[src/verilog/vfr_consts.svh]
// Purpose: constants for the output voltage fault response block
// Assumes: 10 MHz clock, supervisor samples every 12.2 us
// Notes:   definitions only
//
// Function
// - action 00: record fault, keep running
// - action 01: run on for delay samples
// - delayed fault persisting: shut down, then retry
// - action 1x: shut down now, then retry
// - retry 000: never restart until fault cleared
// - nonzero retry: restart up to global count
// - delay field zero: turn off at once
// - nonzero delay: off after that many samples
// - fault sets status bits, pulls alert low
// - odd channel measuring current ignores OV and UV faults
`ifndef VFR_CONSTS_SVH
`define VFR_CONSTS_SVH

// ============================================================
// setting fields
`define VFR_KIND_MSB      7
`define VFR_KIND_LSB      6
`define VFR_RESTART_MSB   5
`define VFR_RESTART_LSB   3
`define VFR_DEGLITCH_MSB  2
`define VFR_DEGLITCH_LSB  0
`define VFR_CFG_RESET     8'h00
`define VFR_KIND_CONTINUE 2'h0
`define VFR_KIND_DELAYED  2'h1
`define VFR_DEGLITCH_MAX  3'h7

// ============================================================
// timing
`define VFR_CLK_PERIOD_NS    100
`define VFR_SAMPLE_PERIOD_NS 12200
`define VFR_SAMPLE_CYCLES \
	((`VFR_SAMPLE_PERIOD_NS + `VFR_CLK_PERIOD_NS - 1) / `VFR_CLK_PERIOD_NS)
`define VFR_RESTART_GAP_CYCLES 1000

`endif

[src/verilog/vfr_pkg.sv]
// Purpose: types for the output voltage fault response block
// Assumes: nothing
// Notes:   shared by the design and the bench
`default_nettype none

package vfr_pkg;

	// ============================================================
	// one 8-bit reaction setting
	typedef struct packed {
		logic [1:0] reaction_kind;
		logic [2:0] restart_policy;
		logic [2:0] deglitch_samples;
	} reaction_cfg_t;

	// ============================================================
	// sticky fault status
	typedef struct packed {
		logic byte_summary;
		logic word_vout;
		logic vout_ov;
		logic vout_uv;
	} fault_status_t;

	// ============================================================
	// channel states, gray along idle-on-seq_off-down-gap
	typedef enum logic [2:0] {
		ST_IDLE    = 3'h0,
		ST_ON      = 3'h1,
		ST_SEQ_OFF = 3'h3,
		ST_DOWN    = 3'h2,
		ST_GAP     = 3'h6
	} chan_state_t;

endpackage

`default_nettype wire

[src/verilog/vout_fault_response_ctrl.sv]
// Purpose: per-channel reaction to fast supervisor OV and UV faults
// Assumes: comparator and control inputs synchronous to clk
// Notes:   index 0 is overvoltage, index 1 undervoltage
`include "vfr_consts.svh"
`default_nettype none

module vout_fault_response_ctrl #(
	parameter int unsigned SAMPLE_CYCLES = `VFR_SAMPLE_CYCLES,
	parameter int unsigned RESTART_GAP   = `VFR_RESTART_GAP_CYCLES,
	parameter bit          ODD_CHANNEL   = 1'b0
) (
	// clock and reset
	input  wire logic               clk,
	input  wire logic               rst_n,
	// reaction setting writes and readback
	input  wire logic               cfg_wr_en,
	input  wire logic               cfg_wr_uv,
	input  wire logic [7:0]         cfg_wr_data,
	output var  vfr_pkg::reaction_cfg_t ov_cfg_q,
	output var  vfr_pkg::reaction_cfg_t uv_cfg_q,
	// channel control
	input  wire logic               chan_on,
	input  wire logic               bias_ok,
	input  wire logic               other_fault,
	input  wire logic               seq_off_mode,
	input  wire logic [15:0]        toff_delay_cycles,
	input  wire logic [2:0]         global_restart_count,
	input  wire logic               hires_current,
	input  wire logic               fault_clear,
	// supervisor comparators
	input  wire logic               ov_detect,
	input  wire logic               uv_detect,
	// converter and host
	output logic                    conv_enable_q,
	output var  vfr_pkg::fault_status_t status_q,
	output logic                    host_alert_low_q
);

	// refuse builds that the 7-bit divider or the 16-bit timer cannot serve
	if (SAMPLE_CYCLES < 1 || SAMPLE_CYCLES > 128) begin : g_bad_sample
		$error("SAMPLE_CYCLES must be 1 to 128");
	end
	if (RESTART_GAP > 65535) begin : g_bad_gap
		$error("RESTART_GAP must fit 16 bits");
	end

	localparam logic [6:0]  DIV_LAST = 7'(SAMPLE_CYCLES - 1);
	localparam logic [15:0] GAP_LOAD = 16'(RESTART_GAP);

	// ============================================================
	// reaction settings
	vfr_pkg::reaction_cfg_t ov_cfg_d;
	vfr_pkg::reaction_cfg_t uv_cfg_d;

	always_comb begin
		ov_cfg_d = ov_cfg_q;
		uv_cfg_d = uv_cfg_q;
		if (cfg_wr_en && !cfg_wr_uv)
			ov_cfg_d = vfr_pkg::reaction_cfg_t'(cfg_wr_data);
		if (cfg_wr_en && cfg_wr_uv)
			uv_cfg_d = vfr_pkg::reaction_cfg_t'(cfg_wr_data);
	end

	always_ff @(posedge clk or negedge rst_n) begin
		if (!rst_n) begin
			ov_cfg_q <= vfr_pkg::reaction_cfg_t'(`VFR_CFG_RESET);
			uv_cfg_q <= vfr_pkg::reaction_cfg_t'(`VFR_CFG_RESET);
		end else begin
			ov_cfg_q <= ov_cfg_d;
			uv_cfg_q <= uv_cfg_d;
		end
	end

	// ============================================================
	// supervisor sample enable
	logic [6:0] div_q;
	logic [6:0] div_d;
	logic       tick_q;
	logic       tick_d;

	always_comb begin
		tick_d = (div_q == DIV_LAST);
		div_d  = tick_d ? 7'h00 : div_q + 7'h01;
	end

	always_ff @(posedge clk or negedge rst_n) begin
		if (!rst_n) begin
			div_q  <= 7'h00;
			tick_q <= 1'b0;
		end else begin
			div_q  <= div_d;
			tick_q <= tick_d;
		end
	end

	// ============================================================
	// fault qualification and deglitch, one lane per fault kind
	vfr_pkg::chan_state_t state_q;
	vfr_pkg::chan_state_t state_d;
	vfr_pkg::reaction_cfg_t cfg [2];
	logic [1:0] seen;
	logic [1:0] f_eff;
	logic [1:0] trip;
	logic [2:0] cnt_q [2];
	logic [2:0] cnt_d [2];
	logic       masked;

	assign cfg[0]  = ov_cfg_q;
	assign cfg[1]  = uv_cfg_q;
	assign masked  = ODD_CHANNEL && hires_current;
	assign seen    = masked ? 2'h0 : {uv_detect, ov_detect};
	// only a running channel reacts; uv is naturally present while off
	assign f_eff   = (state_q == vfr_pkg::ST_ON) ? seen : 2'h0;

	function automatic logic lane_trip(input vfr_pkg::reaction_cfg_t c,
	                                   input logic f, input logic [2:0] n);
		if (c.reaction_kind == `VFR_KIND_CONTINUE)
			return 1'b0;
		if (c.reaction_kind == `VFR_KIND_DELAYED)
			return f && (n >= c.deglitch_samples);
		return f;
	endfunction

	for (genvar k = 0; k < 2; k++) begin : g_lane
		always_comb begin
			if (!f_eff[k])
				cnt_d[k] = 3'h0;
			else if (tick_q && cnt_q[k] != `VFR_DEGLITCH_MAX)
				cnt_d[k] = cnt_q[k] + 3'h1;
			else
				cnt_d[k] = cnt_q[k];
		end

		always_ff @(posedge clk or negedge rst_n) begin
			if (!rst_n)
				cnt_q[k] <= 3'h0;
			else
				cnt_q[k] <= cnt_d[k];
		end

		assign trip[k] = lane_trip(cfg[k], f_eff[k], cnt_q[k]);
	end

	// ============================================================
	// channel sequencing, restarts and status
	logic [15:0] timer_q;
	logic [15:0] timer_d;
	logic [2:0]  restarts_q;
	logic [2:0]  restarts_d;
	logic        hold_q;
	logic        hold_d;
	logic        en_d;
	logic        alert_d;
	logic        stop;
	logic [2:0]  policy;
	vfr_pkg::fault_status_t status_d;

	assign stop   = !chan_on || !bias_ok;
	assign policy = trip[0] ? cfg[0].restart_policy : cfg[1].restart_policy;

	always_comb begin
		state_d    = state_q;
		timer_d    = timer_q;
		restarts_d = restarts_q;
		hold_d     = hold_q;
		case (state_q)
			vfr_pkg::ST_IDLE: begin
				if (fault_clear)
					hold_d = 1'b0;
				if (chan_on && bias_ok && !hold_q) begin
					state_d    = vfr_pkg::ST_ON;
					restarts_d = 3'h0;
				end
			end
			vfr_pkg::ST_ON: begin
				if (stop) begin
					state_d = vfr_pkg::ST_IDLE;
				end else if (|trip || other_fault) begin
					hold_d  = other_fault || policy == 3'h0 ||
					          restarts_q >= global_restart_count;
					timer_d = toff_delay_cycles;
					state_d = seq_off_mode ? vfr_pkg::ST_SEQ_OFF
					                       : vfr_pkg::ST_DOWN;
				end
			end
			vfr_pkg::ST_SEQ_OFF: begin
				if (stop)
					state_d = vfr_pkg::ST_IDLE;
				else if (timer_q == 16'h0000)
					state_d = vfr_pkg::ST_DOWN;
				else
					timer_d = timer_q - 16'h0001;
			end
			vfr_pkg::ST_DOWN: begin
				if (stop) begin
					state_d = vfr_pkg::ST_IDLE;
				end else if (hold_q) begin
					if (fault_clear) begin
						hold_d  = 1'b0;
						state_d = vfr_pkg::ST_IDLE;
					end
				end else begin
					state_d    = vfr_pkg::ST_GAP;
					timer_d    = GAP_LOAD;
					restarts_d = restarts_q + 3'h1;
				end
			end
			vfr_pkg::ST_GAP: begin
				if (stop) begin
					state_d = vfr_pkg::ST_IDLE;
				end else if (other_fault) begin
					hold_d  = 1'b1;
					state_d = vfr_pkg::ST_DOWN;
				end else if (timer_q == 16'h0000) begin
					state_d = vfr_pkg::ST_ON;
				end else begin
					timer_d = timer_q - 16'h0001;
				end
			end
			default: state_d = vfr_pkg::ST_IDLE;
		endcase
		// converter keeps running through the sequenced-off wait
		en_d = (state_d == vfr_pkg::ST_ON) || (state_d == vfr_pkg::ST_SEQ_OFF);
		// a fault seen in the clearing cycle still sets its bit
		status_d = fault_clear ? '0 : status_q;
		status_d.vout_ov      = status_d.vout_ov | f_eff[0];
		status_d.vout_uv      = status_d.vout_uv | f_eff[1];
		status_d.word_vout    = status_d.word_vout | (|f_eff);
		status_d.byte_summary = status_d.byte_summary | (|f_eff);
		alert_d = !(|status_d);
	end

	always_ff @(posedge clk or negedge rst_n) begin
		if (!rst_n) begin
			state_q          <= vfr_pkg::ST_IDLE;
			timer_q          <= 16'h0000;
			restarts_q       <= 3'h0;
			hold_q           <= 1'b0;
			conv_enable_q    <= 1'b0;
			status_q         <= '0;
			host_alert_low_q <= 1'b1;
		end else begin
			state_q          <= state_d;
			timer_q          <= timer_d;
			restarts_q       <= restarts_d;
			hold_q           <= hold_d;
			conv_enable_q    <= en_d;
			status_q         <= status_d;
			host_alert_low_q <= alert_d;
		end
	end
endmodule

`default_nettype wire

[config.mk]
export PLATFORM = sky130hd
export DESIGN_NAME = vout_fault_response_ctrl
export DESIGN_NICKNAME = d
export VERILOG_FILES = /design/src/verilog/vfr_pkg.sv /design/src/verilog/vout_fault_response_ctrl.sv
export VERILOG_INCLUDE_DIRS = /design/src /design/src/verilog
export SDC_FILE = /design/constraint.sdc
export NUM_CORES = 1
export LEC_CHECK = 0
export BUFFER_PORTS_ARGS = -buffer_cell sky130_fd_sc_hd__buf_2
export CAP_MARGIN = 40
export CORE_ASPECT_RATIO = 1.1
export CORE_MARGIN = 8
export CORE_UTILIZATION = 40
export CTS_CLUSTER_DIAMETER = 100
export DETAILED_ROUTE_END_ITERATION = 12
export MAX_ROUTING_LAYER = met4
export PLACE_DENSITY = 0.64
export SETUP_SLACK_MARGIN = 0.3
export SLEW_MARGIN = 40
export SYNTH_ARGS = -nofsm -noshare
export SYNTH_HDL_FRONTEND = slang
export SYNTH_SLANG_ARGS = --single-unit
[constraint.sdc]
create_clock -name clk -period 6.2 [get_ports clk]
set_clock_uncertainty 0.05 [all_clocks]
set_input_delay 1.55 -clock clk [delete_from_list [all_inputs] [get_ports clk]]
set_output_delay 1.55 -clock clk [all_outputs]
set_load 0.02 [all_outputs]
==> metrics.yaml <==
synth.avg_cell_area_um2: 9.590
synth-seq-area-share_pct: 41.98
r2r_start: "state_q[2]"
min_period_ns: 3.350
worstPathArrival_ns: 3.53
cts-root-buf: "clkbuf_8"
rows: 36
synth_flop_cell: "dfrtp_1"
n_antenna_cell: 0
path_depth: 7
ioPinCount: 61
die_y_um: 114.4
synth-edff-count: 0
synth_xor_area_share_pct: 1.493
synthAdderAreaFrac_pct: 6.043
place_congestion: 0.8363
rsz0062_at_grt: "no"
antenna_found_initial: 0
initial_core_util_pct: 40.49
worstPathCellList: "buf_2 > a221o_1 > a31o_1 > a211oi_4 > buf_4 > or2_2 > mux2_4"
drc: 0
synthSimpleGateAreaFrac_pct: 17.56
portBuffers: 59
min_from: "div_q[0]"
max-slew-margin-rel_pct: 49.67
grt_usage_pct: 15.17
peakVddDrop_mv: 0.1382
detail-route-antenna-nets: 0
die_w_um: 105.4
powerDensity_nw_per_um2: 266.8
critPathTopFamily: "compound AO/OA/AOI/OAI gates"
drv_slew: 0
cts_setup_buffers: 0
insertion_delay_ns: 0.34
crit_start: "ov_detect"
path_class: "in -> reg"
clk_pin_slew_worst_paths_ns: 0.07
synth_top_family_by_area: "compound AO/OA/AOI/OAI gates"
grt_pass1_vias: 3060
layout-drive-gt1-share_pct: 27.51
htreeDepth: 3
dieArea_um2: 12060
r2r_cells: 6
status: "finished, final reports clean"
routedWlPerCell_um: 15.64
crit_path_start_kind: "primary input"
critPathCaptureType: "flip-flop"
postSynthCellCount: 367
maxClockFrequency_ghz: 0.2985
crit_end: "timer_q[3]"
grt_start_max_net_pins: 60
power_w: 0.001087
syn_area_um2: 3520
maxCapViolCount: 0
grt_overflow_total: 0
syn-num-nets: 423
cts-hold-fix-buffers: 0
setup_viol_count_final: 0
finalCritPeriodShare_pct: 54.03
ys_warn_count: 0
hold_class: "reg -> reg"
vias_per_cell: 5.492
tns_ns: 0
drt_iter0_markers: 171
final_hold_viol_count: 0
final_nets: 480
synth_seq_cells: 59
area_growth_pct: 15.75
cp.buffers_inverters: 2
cp_slowest_cell: "or2_2"
critical_path.max_stage_delay_ns: 0.45
r2r_end: "timer_q[3]"
cts.sinks: 59
synth_compound_area_share_pct: 21.01
grt_pass1_wl_mm: 14.56
synthMuxAreaShare_pct: 6.648
num_vias: 2982
drtPass1Iterations: 4
cts_resized: 0
crit_required_ns: 6.38
cts_tree: "yes"
core-area_um2: 8693
r2r_setup_slack_ns: 3.13
path_max_fanout: 17
synthArstFlopShare_pct: 100.0
worst_pin_slew_ns: 0.7534
ys_types: 69
leakage_nw: 1.854
cts_buffer_depth: 2
cts_made_buffers: 9
routed_wl_mm: 8.495
hpwl_mm: 6.293
-- stage by stage --
step | instance area, µm² | util [%] | setup WS, ns | hold slack (ns) | instances
after global routing | 4074 | 46.86 | 2.773 | 0.4702 | 543
after global placement | 3877 | 44.60 | 2.264 | 0.4286 | 527
final | 4074 | 46.86 | 2.850 | 0.4501 | 543
after floorplan | 3520 | - | 3.043 | 0.4095 | 367
after detailed placement | 3877 | 44.60 | 2.234 | 0.4448 | 527
after CTS | 4070 | 46.82 | 2.600 | 0.4552 | 543
-- worst min-delay path by stage --
stage | end | slack [ns] | cells after the start
3_3_place_gp | timer_q[15] | 0.43 | 2
3_5_place_dp | div_q[0] | 0.44 | 1
4_1_cts | div_q[0] | 0.46 | 1
6_report | div_q[0] | 0.45 | 1
5_1_grt | div_q[0] | 0.47 | 1
2_1_floorplan | timer_q[15] | 0.41 | 2
-- synth_stat cells, drive strengths merged (3+ instances only) --
cell     n  area [µm²]
a211oi   5       55.05
inv     22       82.58
or3      3       18.77
a21oi   20       107.6
mux2    16       183.9
nand2b   4       25.02
nor4     4       40.04
nor2b    7       46.30
nor2    37       148.9
o221ai   3       26.28
o22ai    6       37.54
o21ai   31       188.9
mux2i    5       50.05
and3     3       18.77
o21bai   3       22.52
ha      17       212.7
dfrtp   58        1451
xnor2    3       26.28
o31ai   15       112.6
clkbuf   7       26.28
nand2   27       101.4
xor2     3       26.28
buf      9       76.31
nand3   10       55.05
and2     3       18.77
o21a     4       31.28
nor3    12       60.06
-- metal layers --
layer	vias up	track usage [%]	routed length, µm
met4	0	5.714	144
met3	14	4.223	537
met2	84	24.57	4154
met1	1441	17.56	3659
met5	-	-	0
li1	1443	-	-
-- state kept, by name, indices dropped and copies added, names as in the netlist --
signal and flops:
uv_cfg_q 8, tick_q 1, timer_q 16, host_alert_low_q 1, conv_enable_q 1, cnt_q 6, hold_q 1, ov_cfg_q 8
div_q 7, state_q 3, status_q 4, restarts_q 3
-- where the power goes --
group	internal (W)	switching [W]	total, W	leakage [nW]
combinational	0.000103	0.000144	0.000247	1.02
clock	0.000186	0.000161	0.000347	0.0966
sequential	0.000437	0.0000559	0.000493	0.737
total	0.000726	0.000361	0.00109	1.85
-- cells in the final DEF (no fill, tap or decap), types with 2 or more instances in the layout --
cell type | synthesis | layout
nor2_1 | 35 | 35
nand2b_1 | 4 | 4
nor4_1 | 3 | 3
buf_2 | 3 | 59
and3_1 | 3 | 3
mux2i_1 | 5 | 5
a21boi_0 | 2 | 2
a32oi_1 | 2 | 2
a211oi_1 | 3 | 3
a21oi_1 | 18 | 18
mux2_2 | 15 | 15
o21ai_0 | 21 | 21
a31oi_1 | 2 | 2
nand2_1 | 27 | 27
xor2_1 | 3 | 3
and2_1 | 2 | 2
ha_1 | 17 | 17
clkinv_2 | 0 | 2
o22ai_1 | 6 | 6
o21a_1 | 3 | 3
nand4_1 | 2 | 2
xnor2_1 | 3 | 3
inv_1 | 21 | 21
nor2b_1 | 6 | 6
a2111oi_0 | 2 | 2
nand3_1 | 9 | 9
o31ai_1 | 15 | 15
buf_4 | 2 | 2
o21ai_2 | 9 | 9
a22o_1 | 2 | 2
o21bai_1 | 3 | 3
o221ai_1 | 3 | 3
nor3_1 | 12 | 12
a21oi_2 | 2 | 2
clkbuf_8 | 0 | 9
or3_1 | 3 | 3
dfrtp_1 | 58 | 58
or2_2 | 1 | 2
-- kinds of logic after synthesis --
logic type	Yosys count
muxes	21
buffers and inverters	38
DFF	59
adders and majority gates	17
xor gates and xnor gates	6
AOI/OAI and AO/OA	106
and+or+nand+nor	120
-- area by class of cell --
| type | instances | area [µm²] |
|---|---|---|
| clock buffers | 10 | 127.6 |
| clock inverters | 6 | 65.06 |
| fillers | 843 | 4619 |
| inverters | 22 | 82.58 |
| multi-input cells | 270 | 1857 |
| flip-flops and latches | 59 | 1478 |
| well taps | 114 | 142.6 |
| repair buffers | 62 | 321.6 |
(Power assumes the default switching activity.)
